===== src/pkg/emtim_pkg.sv =====
// package: constants and types for the external memory bus sequencer
package emtim_pkg;

  // ----------------------------------------------------------------
  // configuration field layout (ext_mem_config_reg)
  // ----------------------------------------------------------------
  localparam int unsigned CFG_MODE_LSB  = 2;
  localparam int unsigned CFG_MODE_MSB  = 4;
  localparam int unsigned CFG_MUXN_BIT  = 4;
  localparam int unsigned CFG_ALE_LSB   = 0;
  localparam logic [1:0]  MAP_ONCHIP    = 2'h0;
  localparam logic [1:0]  MAP_SPLIT     = 2'h1;
  localparam logic [1:0]  MAP_BANK      = 2'h2;
  localparam logic [1:0]  MAP_EXTONLY   = 2'h3;
  localparam logic [7:0]  CFG_RESET     = 8'h03;

  // ----------------------------------------------------------------
  // timing field layout (ext_mem_timing_reg)
  // ----------------------------------------------------------------
  localparam int unsigned TIM_SETUP_LSB = 6;
  localparam int unsigned TIM_WIDTH_LSB = 2;
  localparam int unsigned TIM_HOLD_LSB  = 0;
  localparam logic [7:0]  TIM_RESET     = 8'hFF;

  // ----------------------------------------------------------------
  // clock period, move overhead, bus widths and buffer depth
  // ----------------------------------------------------------------
  localparam int unsigned CLK_PERIOD_NS = 50;
  localparam int unsigned MOVE_OVERHEAD = 4;
  localparam int unsigned ADDR_W        = 16;
  localparam int unsigned DATA_W        = 8;
  localparam int unsigned FIFO_DEPTH    = 8;

  typedef enum logic [2:0] {
    EMTIM_IDLE,
    EMTIM_ALE_HI,
    EMTIM_ALE_LO,
    EMTIM_SETUP,
    EMTIM_STROBE,
    EMTIM_HOLD,
    EMTIM_DONE
  } emtim_state_t;

endpackage : emtim_pkg


===== src/rtl/emtim_fifo.sv =====
// FIFO: parameterised width and depth, valid/ready on both sides
`timescale 1ns/1ps
module emtim_fifo
  import emtim_pkg::*;
#(
  parameter int unsigned WIDTH = 26,
  parameter int unsigned DEPTH = FIFO_DEPTH
) (
  input  wire logic             clk,
  input  wire logic             rst_n,
  input  wire logic             in_valid,
  output logic                  in_ready,
  input  wire logic [WIDTH-1:0] in_data,
  output logic                  out_valid,
  input  wire logic             out_ready,
  output logic      [WIDTH-1:0] out_data
);
  localparam int unsigned AW = $clog2(DEPTH);

  typedef struct packed {
    logic [AW-1:0] wr_ptr;
    logic [AW-1:0] rd_ptr;
    logic [AW:0]   count;
  } emtim_fifo_t;

  emtim_fifo_t      st_reg;
  emtim_fifo_t      st_next;
  logic [WIDTH-1:0] mem [DEPTH];
  logic             push;
  logic             pop;

  assign in_ready  = (st_reg.count != (AW+1)'(DEPTH));
  assign out_valid = (st_reg.count != '0);
  assign push      = in_valid && in_ready;
  assign pop       = out_valid && out_ready;
  assign out_data  = mem[st_reg.rd_ptr];

  always_comb begin
    st_next = st_reg;
    if (push) begin
      st_next.wr_ptr = (st_reg.wr_ptr == AW'(DEPTH-1)) ? '0 : st_reg.wr_ptr + 1'b1;
    end
    if (pop) begin
      st_next.rd_ptr = (st_reg.rd_ptr == AW'(DEPTH-1)) ? '0 : st_reg.rd_ptr + 1'b1;
    end
    case ({push, pop})
      2'b10:   st_next.count = st_reg.count + 1'b1;
      2'b01:   st_next.count = st_reg.count - 1'b1;
      default: st_next.count = st_reg.count;
    endcase
  end

  always_ff @(posedge clk or negedge rst_n) begin
    if (!rst_n) begin
      st_reg <= '0;
    end else begin
      st_reg <= st_next;
    end
  end

  // storage needs no reset; only entries counted in are ever read
  always_ff @(posedge clk) begin
    if (push) begin
      mem[st_reg.wr_ptr] <= in_data;
    end
  end
endmodule : emtim_fifo


===== src/rtl/emtim_rst_sync.sv =====
// reset release synchroniser: asynchronous assert, two-flop release
`timescale 1ns/1ps
module emtim_rst_sync (
  input  wire logic clk,
  input  wire logic rst_in_n,
  output logic      rst_out_n
);
  logic [1:0] sync_reg;

  always_ff @(posedge clk or negedge rst_in_n) begin
    if (!rst_in_n) begin
      sync_reg <= 2'h0;
    end else begin
      sync_reg <= {sync_reg[0], 1'b1};
    end
  end

  assign rst_out_n = sync_reg[1];
endmodule : emtim_rst_sync


===== src/rtl/emtim_top.sv =====
// external memory bus sequencer: request FIFO, cycle state machine, pin drive
//
// Behaviour
// 16-bit moves non-multiplexed for modes 101, 110, 111
// 8-bit non-muxed, no bank, modes 101, 111
// 8-bit non-muxed with bank byte, mode 110
// 16-bit moves multiplexed with latch, modes 001-011
// 8-bit muxed, no bank, modes 001, 011
// 8-bit muxed with bank byte, mode 010
// setup before strobe, zero to three periods
// strobe width one to sixteen periods
// hold after strobe, zero to three periods
// latch high then low, one to four each
// write data set up before strobe end
// write data held through programmed hold time
// routed to lower or upper ports, moves only
// move lasts timing settings plus four cycles
// setup and hold reset to maximum
// bank mode drives all sixteen address lines
// no bank: upper address lines left undriven
// on-chip-only mapping makes no external cycles
// read data sampled at strobe end; CPU stalled
`timescale 1ns/1ps
module emtim_top
  import emtim_pkg::*;
#(
  parameter int unsigned DEPTH = FIFO_DEPTH
) (
  input  wire logic                core_clk,
  input  wire logic                rst_n,
  input  wire logic [7:0]          ext_mem_config_reg,
  input  wire logic [7:0]          ext_mem_timing_reg,
  input  wire logic [7:0]          ext_mem_bank_reg,
  input  wire logic                port_upper_sel,
  input  wire logic                req_valid,
  output logic                     req_ready,
  input  wire logic                req_write,
  input  wire logic                req_wide,
  input  wire logic [ADDR_W-1:0]   req_addr,
  input  wire logic [DATA_W-1:0]   req_wdata,
  output logic                     cpu_stall,
  output logic                     rd_valid,
  output logic      [DATA_W-1:0]   rd_data,
  output logic                     busy,
  output logic      [7:0]          lo_addr_out,
  output logic      [7:0]          lo_addr_oe,
  output logic      [7:0]          lo_hi_out,
  output logic      [7:0]          lo_hi_oe,
  output logic      [7:0]          lo_data_out,
  output logic      [7:0]          lo_data_oe,
  input  wire logic [7:0]          lo_data_in,
  output logic                     lo_rd_n,
  output logic                     lo_wr_n,
  output logic                     lo_ale,
  output logic      [7:0]          up_addr_out,
  output logic      [7:0]          up_addr_oe,
  output logic      [7:0]          up_hi_out,
  output logic      [7:0]          up_hi_oe,
  output logic      [7:0]          up_data_out,
  output logic      [7:0]          up_data_oe,
  input  wire logic [7:0]          up_data_in,
  output logic                     up_rd_n,
  output logic                     up_wr_n,
  output logic                     up_ale
);
  localparam int unsigned REQ_W = 2 + ADDR_W + DATA_W;

  // ----------------------------------------------------------------
  // reset release
  // ----------------------------------------------------------------
  logic rst_sync_n;

  emtim_rst_sync u_rst (
    .clk       (core_clk),
    .rst_in_n  (rst_n),
    .rst_out_n (rst_sync_n)
  );

  // ----------------------------------------------------------------
  // request buffer
  // ----------------------------------------------------------------
  logic              q_valid;
  logic              q_ready;
  logic [REQ_W-1:0]  q_data;

  emtim_fifo #(
    .WIDTH (REQ_W),
    .DEPTH (DEPTH)
  ) u_fifo (
    .clk       (core_clk),
    .rst_n     (rst_sync_n),
    .in_valid  (req_valid),
    .in_ready  (req_ready),
    .in_data   ({req_write, req_wide, req_addr, req_wdata}),
    .out_valid (q_valid),
    .out_ready (q_ready),
    .out_data  (q_data)
  );

  // ----------------------------------------------------------------
  // state
  // ----------------------------------------------------------------
  typedef struct packed {
    emtim_state_t      state;
    logic [3:0]        cnt;
    logic              write;
    logic              muxed;
    logic              drive_hi;
    logic              upper;
    logic [ADDR_W-1:0] addr;
    logic [DATA_W-1:0] wdata;
    logic [1:0]        setup;
    logic [3:0]        width;
    logic [1:0]        hold;
    logic [1:0]        ale_w;
    logic              rd_n;
    logic              wr_n;
    logic              ale;
    logic              addr_oe;
    logic              data_oe;
    logic [DATA_W-1:0] rdata;
    logic              rvalid;
  } emtim_top_t;

  emtim_top_t st_reg;
  emtim_top_t st_next;

  logic [2:0]        mode;
  logic [1:0]        map_sel;
  logic              q_write;
  logic              q_wide;
  logic [ADDR_W-1:0] q_addr;
  logic [DATA_W-1:0] q_wdata;
  logic [7:0]        data_in;

  assign mode    = ext_mem_config_reg[CFG_MODE_MSB:CFG_MODE_LSB];
  assign map_sel = ext_mem_config_reg[CFG_MODE_LSB+1:CFG_MODE_LSB];
  assign {q_write, q_wide, q_addr, q_wdata} = q_data;
  assign data_in = st_reg.upper ? up_data_in : lo_data_in;

  // takes one request per sequence; the buffer holds back the CPU meanwhile
  assign q_ready = (st_reg.state == EMTIM_IDLE);

  always_comb begin
    st_next        = st_reg;
    st_next.rvalid = 1'b0;
    case (st_reg.state)
      EMTIM_IDLE: begin
        if (q_valid) begin
          if (map_sel == MAP_ONCHIP) begin
            // no external cycle at all; request is consumed and dropped
            st_next.state = EMTIM_IDLE;
          end else begin
            st_next.write    = q_write;
            st_next.muxed    = !mode[CFG_MUXN_BIT-CFG_MODE_LSB];
            // wide moves and bank mode drive the high byte; else it is left undriven
            st_next.drive_hi = q_wide || (map_sel == MAP_BANK);
            st_next.addr     = q_wide ? q_addr
                             : (map_sel == MAP_BANK) ? {ext_mem_bank_reg, q_addr[7:0]}
                             : {8'h00, q_addr[7:0]};
            st_next.wdata    = q_wdata;
            st_next.upper    = port_upper_sel;
            st_next.setup    = ext_mem_timing_reg[TIM_SETUP_LSB+1:TIM_SETUP_LSB];
            st_next.width    = ext_mem_timing_reg[TIM_WIDTH_LSB+3:TIM_WIDTH_LSB];
            st_next.hold     = ext_mem_timing_reg[TIM_HOLD_LSB+1:TIM_HOLD_LSB];
            st_next.ale_w    = ext_mem_config_reg[CFG_ALE_LSB+1:CFG_ALE_LSB];
            st_next.addr_oe  = 1'b1;
            st_next.cnt      = 4'h0;
            if (!mode[CFG_MUXN_BIT-CFG_MODE_LSB]) begin
              st_next.state = EMTIM_ALE_HI;
              st_next.ale   = 1'b1;
            end else begin
              st_next.state = EMTIM_SETUP;
              st_next.data_oe = q_write;
            end
          end
        end
      end
      EMTIM_ALE_HI: begin
        if (st_reg.cnt == {2'h0, st_reg.ale_w}) begin
          st_next.state = EMTIM_ALE_LO;
          st_next.ale   = 1'b0;
          st_next.cnt   = 4'h0;
        end else begin
          st_next.cnt = st_reg.cnt + 4'h1;
        end
      end
      EMTIM_ALE_LO: begin
        if (st_reg.cnt == {2'h0, st_reg.ale_w}) begin
          st_next.state   = EMTIM_SETUP;
          st_next.cnt     = 4'h0;
          st_next.data_oe = st_reg.write;
        end else begin
          st_next.cnt = st_reg.cnt + 4'h1;
        end
      end
      EMTIM_SETUP: begin
        // one fixed cycle plus the programmed setup count
        if (st_reg.cnt == {2'h0, st_reg.setup}) begin
          st_next.state = EMTIM_STROBE;
          st_next.cnt   = 4'h0;
          st_next.rd_n  = st_reg.write;
          st_next.wr_n  = !st_reg.write;
        end else begin
          st_next.cnt = st_reg.cnt + 4'h1;
        end
      end
      EMTIM_STROBE: begin
        if (st_reg.cnt == st_reg.width) begin
          st_next.state = EMTIM_HOLD;
          st_next.cnt   = 4'h0;
          st_next.rd_n  = 1'b1;
          st_next.wr_n  = 1'b1;
          if (!st_reg.write) begin
            st_next.rdata = data_in;
          end
        end else begin
          st_next.cnt = st_reg.cnt + 4'h1;
        end
      end
      EMTIM_HOLD: begin
        // data and address stay driven through the hold count
        if (st_reg.cnt == {2'h0, st_reg.hold}) begin
          st_next.state   = EMTIM_DONE;
          st_next.addr_oe = 1'b0;
          st_next.data_oe = 1'b0;
          st_next.cnt     = 4'h0;
        end else begin
          st_next.cnt = st_reg.cnt + 4'h1;
        end
      end
      EMTIM_DONE: begin
        // two closing cycles; with the extra setup and hold cycles they make up the fixed overhead of a move
        if (st_reg.cnt == 4'(MOVE_OVERHEAD - 3)) begin
          st_next.state  = EMTIM_IDLE;
          st_next.rvalid = !st_reg.write;
          st_next.cnt    = 4'h0;
        end else begin
          st_next.cnt = st_reg.cnt + 4'h1;
        end
      end
      default: begin
        st_next.state = EMTIM_IDLE;
      end
    endcase
  end

  always_ff @(posedge core_clk or negedge rst_sync_n) begin
    if (!rst_sync_n) begin
      st_reg       <= '0;
      st_reg.state <= EMTIM_IDLE;
      st_reg.setup <= TIM_RESET[TIM_SETUP_LSB+1:TIM_SETUP_LSB];
      st_reg.width <= TIM_RESET[TIM_WIDTH_LSB+3:TIM_WIDTH_LSB];
      st_reg.hold  <= TIM_RESET[TIM_HOLD_LSB+1:TIM_HOLD_LSB];
      st_reg.rd_n  <= 1'b1;
      st_reg.wr_n  <= 1'b1;
    end else begin
      st_reg <= st_next;
    end
  end

  // ----------------------------------------------------------------
  // pin drive: one port group active, the other idle
  // ----------------------------------------------------------------
  logic [7:0] low_byte;
  logic [7:0] lo_oe8;
  logic [7:0] hi_oe8;
  logic [7:0] dat_oe8;

  // muxed mode: low address shares the data lines through both latch phases, EMTIM_ALE_HI and EMTIM_ALE_LO
  assign low_byte = (st_reg.muxed && (st_reg.state == EMTIM_ALE_HI || st_reg.state == EMTIM_ALE_LO))
                    ? st_reg.addr[7:0] : st_reg.wdata;
  assign lo_oe8   = {8{st_reg.addr_oe && !st_reg.muxed}};
  assign hi_oe8   = {8{st_reg.addr_oe && st_reg.drive_hi}};
  assign dat_oe8  = {8{st_reg.data_oe || (st_reg.muxed && st_reg.addr_oe
                    && (st_reg.state == EMTIM_ALE_HI || st_reg.state == EMTIM_ALE_LO))}};

  assign lo_addr_out = st_reg.addr[7:0];
  assign lo_addr_oe  = st_reg.upper ? 8'h00 : lo_oe8;
  assign lo_hi_out   = st_reg.addr[15:8];
  assign lo_hi_oe    = st_reg.upper ? 8'h00 : hi_oe8;
  assign lo_data_out = low_byte;
  assign lo_data_oe  = st_reg.upper ? 8'h00 : dat_oe8;
  assign lo_rd_n     = st_reg.upper ? 1'b1 : st_reg.rd_n;
  assign lo_wr_n     = st_reg.upper ? 1'b1 : st_reg.wr_n;
  assign lo_ale      = st_reg.upper ? 1'b0 : st_reg.ale;
  assign up_addr_out = st_reg.addr[7:0];
  assign up_addr_oe  = st_reg.upper ? lo_oe8 : 8'h00;
  assign up_hi_out   = st_reg.addr[15:8];
  assign up_hi_oe    = st_reg.upper ? hi_oe8 : 8'h00;
  assign up_data_out = low_byte;
  assign up_data_oe  = st_reg.upper ? dat_oe8 : 8'h00;
  assign up_rd_n     = st_reg.upper ? st_reg.rd_n : 1'b1;
  assign up_wr_n     = st_reg.upper ? st_reg.wr_n : 1'b1;
  assign up_ale      = st_reg.upper ? st_reg.ale : 1'b0;

  // ----------------------------------------------------------------
  // CPU side
  // ----------------------------------------------------------------
  assign busy      = (st_reg.state != EMTIM_IDLE);
  assign cpu_stall = busy || q_valid;
  assign rd_valid  = st_reg.rvalid;
  assign rd_data   = st_reg.rdata;
endmodule : emtim_top


===== config.mk =====
export PLATFORM = sky130hd
export DESIGN_NAME = emtim_top
export DESIGN_NICKNAME = d
export VERILOG_FILES = /design/src/pkg/emtim_pkg.sv /design/src/rtl/emtim_fifo.sv /design/src/rtl/emtim_rst_sync.sv /design/src/rtl/emtim_top.sv
export SDC_FILE = /design/constraint.sdc
export NUM_CORES = 1
export LEC_CHECK = 0
export BUFFER_PORTS_ARGS = -buffer_cell sky130_fd_sc_hd__buf_2
export CAP_MARGIN = 5
export CORE_MARGIN = 2
export CORE_UTILIZATION = 55
export DETAILED_ROUTE_END_ITERATION = 10
export GPL_TIMING_DRIVEN = 1
export PLACE_DENSITY = 0.77
export SYNTH_ARGS = -nofsm -noshare
export SYNTH_HDL_FRONTEND = slang
export SYNTH_SLANG_ARGS = --single-unit

===== constraint.sdc =====
create_clock -name core_clk -period 6.1 [get_ports core_clk]
set_input_delay 0.61 -clock core_clk [delete_from_list [all_inputs] [get_ports core_clk]]
set_output_delay 0.61 -clock core_clk [all_outputs]
set_load 0.05 [all_outputs]

; ---- Word level (Yosys, flattened, before mapping)
; Memories as Yosys holds them, arrays and structs flattened.
; Index checks and enable logic that the tools add are counted.
[classes]
eq_ne = 27
mux = 53
n_reduce_logical = 33
bitwise_logic = 2
n_addsub = 5
[op_table]
columns = op, n
row1 = 8-bit 2-to-1 mux, 8
row2 = 45-bit 2-to-1 mux, 1
row3 = 42-bit 2-to-1 mux, 1
row4 = 16-bit 2-to-1 mux, 2
row5 = 3-bit 2-to-1 mux, 10
row6 = 4-bit one-hot mux with 6 select lines, 1
row7 = 3-bit one-hot mux with 7 select lines, 1
row8 = 4-bit 2-to-1 mux, 5
row9 = "2-bit != test, second input constant", 10
row10 = "3-bit == test, second input constant", 5
row11 = 1-bit 2-to-1 mux, 14
row12 = 4-bit by 2-bit == test with 1-bit output, 3
row13 = 3-bit AND reduction, 4
row14 = 2-bit 2-to-1 mux, 5
row15 = "4-bit by 1-bit adder with 4-bit output, second input constant", 2
row16 = 4-bit one-hot mux with 2 select lines, 1
row17 = 2-bit nonzero test, 4
row18 = 1-bit logical AND, 7
row19 = 7-bit AND reduction, 1
row20 = "3-bit by 1-bit adder with 3-bit output, second input constant", 2
row21 = "3-bit by 2-bit == test with 1-bit output, second input constant", 2
row22 = 6-bit AND reduction, 1
row23 = 3-bit nonzero test, 2
row24 = 6-bit nonzero test, 1
row25 = other kinds (19), 27
[totals]
out_inout_bits = 114
n_memories = 1
elab_cells = 144
reg_bits = 71
mem_bits_rw = 208
in_bits = 70
[mem_list]
columns = name, depth, word_bits, read_ports, rd_ports_with_merged_regs, write_ports, line_no
row1 = u_fifo.mem, 8, 26, 1, 0, 1, emtim_fifo.sv:28  ; logic [WIDTH-1:0] mem [DEPTH];

; ---- Longest topological paths before layout
; Gate-level depths: netlist of run 1.
[depth]
word_depth = 6
mapped_depth = 11
depth_no_buf = 10

; ---- By module
; From an unflattened synthesis of run 1, not the netlist that was laid out.
[unflattened]
hier_cells = 743
area_unflattened_um2 = 12420.7
[by_module_without_submodules]
columns = module, instances, area_each_um2, cells_each, seq_area_each_um2
row1 = emtim_fifo, 1, 8683.3, 368, 6496.2
row2 = emtim_top, 1, 3683.5, 372, 1488.9
row3 = emtim_rst_sync, 1, 53.8, 3, 50.0

; ---- Worst setup path before layout of run 1
; Ideal clock, no wire load.
[synth_timing]
path_kind = register to register
start = register u_fifo.st_reg[1] (netlist bit)
end = memory u_fifo.mem[0][0] (enable)
setup_time_ps = 475
period_less_slack_ps = 4239
stages_incl_launch_ff = 6
slack_ps = 1861
arrival_time_ps = 3764
required_time_ps = 5625
path_buffers = 1
cell_sequence = dfrtp_1 -> buf_2 -> nor3_1 -> nand2_1 -> nand2_1 -> nor4_1
[synth_between]
elab_chain_len = 4
[synth_rtl]
columns = item, line_no
row1 = "start, declared", emtim_fifo.sv:26  ; emtim_fifo_t st_reg;
row2 = "start signal, assigned", emtim_fifo.sv:57  ; st_reg <= st_next;
row3 = 4-bit != test, emtim_fifo.sv:32  ; assign in_ready = (st_reg.count != (AW+1)'(DEPTH));
row4 = via req_ready, emtim_top.sv:36  ; output logic req_ready,
row5 = 1-bit logical AND, emtim_fifo.sv:34  ; assign push = in_valid && in_ready;
row6 = 1-bit 2-to-1 mux, emtim_fifo.sv:63  ; if (push) begin
row7 = 1-bit 2-to-1 mux (implied by the code), emtim_fifo.sv:64  ; mem[st_reg.wr_ptr] <= in_data;
row8 = "end, declared", emtim_fifo.sv:28
; The timed path passes the listed nets, and every way through them passes these cells.

; ---- Worst setup path in the final report of run 1
[layout_timing]
start = register st_reg[57] (netlist bit)
end = output lo_data_oe[5]
[layout_between]
elab_chain_len = 5
word_cells_on_any_way = 6
cone_classes = 2 x eq/ne / 1 x mux / 3 x reduce/logical
[layout_rtl]
columns = item, line_no
row1 = "start, declared", emtim_top.sv:125  ; emtim_top_t st_reg;
row2 = "start signal, assigned", emtim_top.sv:258  ; st_reg <= st_next;
row3 = 3-bit by 1-bit == test with 1-bit output or 3-bit by 2-bit == test with 1-bit output (tied branches), emtim_top.sv:276  ; && (st_reg.state == EMTIM_ALE_HI || st_reg.state == EMTIM_ALE_LO))}};
row4 = 1-bit logical OR (*), emtim_top.sv:276
row5 = 1-bit logical AND (*), emtim_top.sv:276
row6 = 1-bit logical OR (*), emtim_top.sv:275  ; assign dat_oe8 = {8{st_reg.data_oe || (st_reg.muxed && st_reg.addr_oe
row7 = 8-bit 2-to-1 mux (*), emtim_top.sv:283  ; assign lo_data_oe = st_reg.upper ? 8'h00 : dat_oe8;
row8 = "end, declared", emtim_top.sv:50  ; output logic [7:0] lo_data_oe,
; Mark *: on every way between the ends. The rest lies on a longest branch, timed or not.

==> results.py, run 1 <==
metrics = {
    "worst_setup_path": {
        "critPathKind": "reg -> out",
        "end_kind": "primary output",
        "start_kind": "flop",
        "worst_path_max_delay_cell": "clkinv_1",
        "arrival_ns": 3.06,
        "critPathTopFamily": "buffers and inverters",
        "path_buf_inv": 2,
        "worstRegToRegCells": 5,
        "path_cells": "xor2_1, nand3b_1, clkinv_1, a21oi_1, nor2_1, buf_2",
        "critical_path.max_fanout": 15,
        "reg2reg_to": "lo_hi_out[5]",
        "cp_data_required_time_ns": 5.49,
        "r2r_slack_ns": 3.10,
        "cpPeakStageDelay_ns": 0.55,
        "r2r_start": "u_fifo.st_reg[4]",
    },
    "synth": {
        "syn-cell-area_um2": 12100,
        "post_synth.cell_area_avg_um2": 15.7,
        "synthFlopType": "edfxtp_1",
        "synthCells": 773,
        "ys_warn_count": 0,
        "netlist.area_leader.share_pct": 51.5,
        "syn_nets": 852,
        "synth_edf_count": 208,
        "synth.largest_area_cell": "edfxtp_1",
        "synthTopCellsByArea": "edfxtp_1 (51%), dfrtp_1 (13%), mux4_2 (8.5%), buf_4 (5.9%), mux2_2 (3.2%)",
        "synthArstFlopShare_pct": 25.4,
        "synth_seq_cells": 279,
        "ys_types": 50,
        "seq_area_frac_synth_pct": 66.2,
    },
    "grt": {
        "grt-ovfl-total": 0,
        "grt_max_degree": 70,
        "grt_pass1_wl_um": 37700,
        "grt_usage_pct": 20.9,
        "grt_pass1_vias": 6556,
        "antenna_found_initial": 4,
    },
    "sta": {
        "relSlewSlack_pct": 27.4,
        "hold_viol": 0,
        "tightestPinTransition_ns": 1.09,
        "min_period_ns": 3.67,
        "post-route-period-util_pct": 60.2,
        "timing.setup.tns_ns": 0,
        "setup_viol": 0,
        "fin_skew_ns": 0.0248,
        "rsz0062_at_grt": "no",
        "fmax_mhz": 272,
        "maxSlewViolCount": 0,
    },
    "layout": {
        "areaGrowthSynthToFinish_pct": 13.0,
        "largest_reg_flops": 208,
        "drive_above_1_share_pct": 38.7,
        "fin_nets": 950,
        "n_fill_cell": 1559,
    },
    "drt": {
        "drt-total-wl_um": 24200,
        "detail_route.vias_per_cell": 5.68,
        "drt_first_pass_iters": 5,
        "antenna_left": 0,
        "post_drt_wl_per_cell_um": 20.5,
        "drc": 0,
        "via_count": 6683,
        "drt_iter0_drc": 514,
    },
    "run": {
        "maxCapViolCount": 0,
    },
    "clock_network": {
        "worstSkewPairLatency_ns": 0.56,
        "post_cts_buffers": 0,
        "h-tree-depth": 1,
        "path_clk_slew_ns": 0.06,
        "cts_resized": 0,
        "clockBufferDepth": 3,
        "cts_tree": "done",
        "cts_hold_buf": 1,
        "numClockSinks": 279,
        "cts_buffers": 28,
        "cts_root_buf": "clkbuf_16",
    },
    "die": {
        "coreArea_um2": 21800,
        "die_h_um": 153,
        "start_util_pct": 55.8,
        "design.die.area_um2": 23300,
        "io_pins": 184,
        "die_x_um": 153,
        "row_count": 54,
    },
    "status": {
        "outcome": "finished clean",
    },
    "min_path": {
        "whs_endpoint": "st_reg[49]",
        "hold_class": "in -> reg",
        "whs_path_depth": 2,
        "hold_start": "ext_mem_config_reg[2]",
    },
    "placement": {
        "portBuffers": 180,
        "place_congestion": 0.827,
        "dp_hpwl_um": 14900,
    },
}
==> synth_stat cells (all sizes together) (4+ instances only) <==
| cell | count |
|---|---|
| xor2 | 7 |
| nor2 | 56 |
| inv | 6 |
| edfxtp | 208 |
| nor3 | 11 |
| mux2i | 26 |
| a21oi | 29 |
| o21ai | 14 |
| dfstp | 10 |
| or2 | 4 |
| nor3b | 5 |
| mux2 | 34 |
| nand2b | 8 |
| nand3 | 4 |
| ha | 9 |
| xnor2 | 9 |
| buf | 114 |
| nor2b | 6 |
| nand3b | 5 |
| clkbuf | 11 |
| mux4 | 50 |
| nand2 | 43 |
| dfrtp | 61 |
| a31oi | 10 |
| nor4 | 6 |
==> logic make-up after synthesis <==
logic type      count (synthesis)  synth area share, %
xor+xnor                       16                 1.16
other cells                     1               0.0309
compound gates                 71                 3.48
mux                           110                 14.8
buf+inv                       132                 7.31
flops                         279                 66.2
simple gates                  155                 6.03
fa+ha+maj                       9                0.928
==> cell type report <==
| type | instances | area [um^2] | area share [%] |
|---|---|---|---|
| clock buffer | 39 | 782 | 5.71 |
| tap | 280 | 350 | 2.56 |
| clock inverter | 13 | 243 | 1.77 |
| multi-input combinational | 362 | 3250 | 23.7 |
| sequential | 279 | 8050 | 58.7 |
| inverter | 7 | 26.3 | 0.192 |
| antenna | 4 | 10.0 | 0.0730 |
| timing repair buffer | 193 | 1000 | 7.30 |
==> worst register-to-register path: stages (launching register included) <==
cell     delay [ns]
dfrtp_4        1.12
mux4_1         0.74
mux2i_4        0.53
nor2_1         0.12
a31oi_1        0.25
a21oi_1        0.12
==> placed cells by master (no fill, tap or decap), types with 4 or more instances in the layout <==
| cell | Yosys | layout |
|---|---|---|
| xor2_1 | 7 | 7 |
| clkinv_2 | 0 | 4 |
| nor3_1 | 11 | 7 |
| nor3_2 | 0 | 4 |
| edfxtp_1 | 208 | 208 |
| nand2_1 | 43 | 43 |
| clkbuf_16 | 0 | 28 |
| mux2_2 | 34 | 34 |
| mux2i_1 | 25 | 25 |
| inv_1 | 6 | 6 |
| xnor2_1 | 9 | 9 |
| mux4_2 | 46 | 46 |
| a31oi_1 | 10 | 10 |
| dfstp_2 | 10 | 10 |
| nor2_1 | 56 | 52 |
| nand3_1 | 4 | 4 |
| buf_2 | 16 | 180 |
| nor3b_1 | 5 | 5 |
| a21oi_1 | 29 | 29 |
| diode_2 | 0 | 4 |
| clkbuf_8 | 0 | 4 |
| nand2b_1 | 8 | 8 |
| buf_4 | 95 | 12 |
| clkbuf_1 | 11 | 7 |
| o21ai_0 | 14 | 14 |
| mux4_1 | 4 | 4 |
| dfrtp_1 | 61 | 57 |
| ha_1 | 9 | 9 |
| nor2b_1 | 6 | 6 |
| nand3b_1 | 5 | 5 |
| bufinv_16 | 0 | 6 |
==> how the worst max path moves through the flow <==
stage | from | endpoint | slack, ns | cells after the start
CTS | st_reg[57] | lo_data_oe[0] | 2.35 | 6
floorplan | u_fifo.st_reg[1] | u_fifo.mem[0][0] | 1.86 | 5
finish | st_reg[57] | lo_data_oe[5] | 2.43 | 6
detailed placement | st_reg[57] | lo_data_oe[0] | 2.96 | 6
global placement | st_reg[57] | lo_data_oe[6] | 2.97 | 6
global route | st_reg[57] | lo_data_oe[3] | 2.17 | 6
==> metal layers <==
metal | up-vias | routed length, um | global-route usage, %
met5 | - | 13 | 0
met4 | 2 | 491 | 5.95
met3 | 40 | 1740 | 3.87
met2 | 293 | 12300 | 36.1
met1 | 3327 | 9660 | 27.6
li1 | 3021 | - | -
==> stage by stage <==
| step | setup WS (ns) | hold WS [ns] | instance area (um^2) | instances | utilization [%] |
|---|---|---|---|---|---|
| 2_1_floorplan | 1.86 | 0.314 | 12100 | 773 | - |
| 6_report | 2.43 | 0.307 | 13700 | 1177 | 63.0 |
| 5_1_grt | 2.17 | 0.294 | 13700 | 1175 | 63.0 |
| 3_3_place_gp | 2.97 | 0.336 | 12700 | 1120 | 58.2 |
| 3_5_place_dp | 2.96 | 0.354 | 12700 | 1120 | 58.2 |
| 4_1_cts | 2.35 | 0.286 | 13700 | 1173 | 63.0 |
Power of run 1 is left out: the tool's default activity adds up to more than one toggle a clock period on the data nets, which glitch-free logic cannot reach.
==> run 2, diff against run 1 <==
==> constraint.sdc (replaced) <==
create_clock -name core_clk -period 3.5 [get_ports core_clk]
set_input_delay 0.35 -clock core_clk [delete_from_list [all_inputs] [get_ports core_clk]]
set_output_delay 0.35 -clock core_clk [all_outputs]
set_load 0.05 [all_outputs]
==> run 2 against run 1 <==
Against the previous run: routed wire length up 3.6%; setup slack worse by 2.0 ns; core utilization decreased by 0.30 points; final cell count shrank 0.34%.
==> results.py, run 2 (synthesized netlist as in run 1, its figures left out) <==
metrics = {
    "grt": {
        "grt_pass1_wl_um": 38200,
        "grt_usage_pct": 21.5,
        "grt-ovfl-total": 0,
        "grt_max_degree": 70,
        "grt_pass1_vias": 6718,
        "antenna_found_initial": 5,
    },
    "layout": {
        "largest_reg_flops": 208,
        "regArea_um2": 8050,
        "final_cell_mix": "edfxtp_1 (208), buf_2 (180), dfrtp_1 (57), nor2_1 (52), mux4_2 (46)",
        "multi_input_area_um2": 3260,
        "fin_cells": 1173,
        "areaGrowthSynthToFinish_pct": 12.5,
        "n_fill_cell": 1534,
        "layout.cells.most_common": "edfxtp_1",
        "fin_nets": 950,
        "drive_above_1_share_pct": 38.8,
    },
    "clock_network": {
        "path_clk_slew_ns": 0.06,
        "numClockSinks": 279,
        "worstSkewPairLatency_ns": 0.53,
        "cts_root_buf": "clkbuf_16",
        "clockBufferDepth": 3,
        "cts_buffers": 27,
        "cts_tree": "done",
        "h-tree-depth": 1,
    },
    "drt": {
        "drt_iter0_drc": 493,
        "drt_first_pass_iters": 5,
        "drc": 0,
        "drt-total-wl_um": 25100,
        "detail_route.vias_per_cell": 5.70,
        "antenna_left": 0,
        "post_drt_wl_per_cell_um": 21.4,
        "via_count": 6689,
    },
    "sta": {
        "hold_viol": 0,
        "setup_viol": 0,
        "min_period_ns": 3.06,
        "hold_ws_ns": 0.0477,
        "tightestPinTransition_ns": 0.942,
        "timing.setup.tns_ns": 0,
        "relSlewSlack_pct": 37.2,
        "fin_skew_ns": 0.0132,
        "rsz0062_at_grt": "no",
        "post-route-period-util_pct": 87.4,
        "fmax_mhz": 327,
        "maxSlewViolCount": 0,
    },
    "worst_setup_path": {
        "worst_path_max_delay_cell": "dfrtp_1",
        "critical_path.max_fanout": 15,
        "cpPeakStageDelay_ns": 0.53,
        "start_kind": "flop",
        "path_cells": "xor2_1, nand3b_1, buf_4, clkinv_1, a21oi_1, nor2_1, buf_2",
        "arrival_ns": 2.71,
        "end_kind": "primary output",
        "critPathKind": "reg -> out",
        "cp_data_required_time_ns": 3.15,
    },
    "die": {
        "die_x_um": 153,
        "start_util_pct": 55.8,
        "die_h_um": 153,
        "coreArea_um2": 21800,
        "io_pins": 184,
        "design.die.area_um2": 23300,
        "row_count": 54,
    },
    "placement": {
        "portBuffers": 180,
        "dp.cells": 1121,
        "place_congestion": 0.844,
        "dp_hpwl_um": 15100,
    },
    "run": {
        "maxCapViolCount": 0,
    },
    "min_path": {
        "hold_class": "in -> reg",
    },
    "status": {
        "outcome": "finished clean",
    },
}
## run 2: cell type report
cell class	count	area share (%)
clock inverters	16	1.67
flip-flops and latches	279	59.0
diodes	3	0.0550
repair buffers	194	7.49
well taps	280	2.57
clock buffers	32	5.16
inverters	7	0.193
multi-input cells	362	23.9
## run 2: path summary, 6_finish.rpt
check	start	to	slack, ns	cells past startpoint
min in group asynchronous	rst_n	u_rst.sync_reg[0]	0.12	2
max in group asynchronous	u_rst.sync_reg[1]	u_fifo.st_reg[4]	2.31	0
max	st_reg[57]	lo_data_oe[0]	0.44	7
max reg2reg	st_reg[57]	u_fifo.st_reg[2]	0.71	10
min	ext_mem_config_reg[0]	st_reg[14]	0.05	2
min reg2reg	u_rst.sync_reg[0]	u_rst.sync_reg[1]	0.37	0
## run 2: metrics by stage
stage | util (%) | area [um^2] | worst slack, ns
final | 62.7 | 13600 | 0.443
after global routing | 62.7 | 13600 | 0.183
after CTS | 62.7 | 13600 | 0.373
after detailed placement | 58.3 | 12700 | 0.774
after global placement | 58.3 | 12700 | 0.824
after floorplan | - | 12100 | -0.0533
## run 2: what timing repair did
item                                   4_1_cts  5_1_grt
endpoints found under the hold margin        2        0
buffers inserted                             0        0
gates resized for setup                      0        0
hold buffers                                 1        0
setup endpoints to repair                    0        0
## run 2: layer usage
layer / global-route usage [%] / part of all wire, % / vias to the layer above
met3: 4.29 / 6.7 / 45
met2: 38.2 / 52 / 266
met5: 0 / 0.052 / -
li1: - / - / 3015
met1: 26.9 / 39 / 3361
met4: 6.17 / 2.4 / 2
## run 2: worst max-delay path, delay by kind of cell (launching register included)
kind / cells / cell delay [ns]
compound gates: 1 / 0.34
xor+xnor: 1 / 0.22
buf+inv: 3 / 0.81
flops: 1 / 0.53
simple gates: 2 / 0.28
Power of run 2 is left out for the same reason.
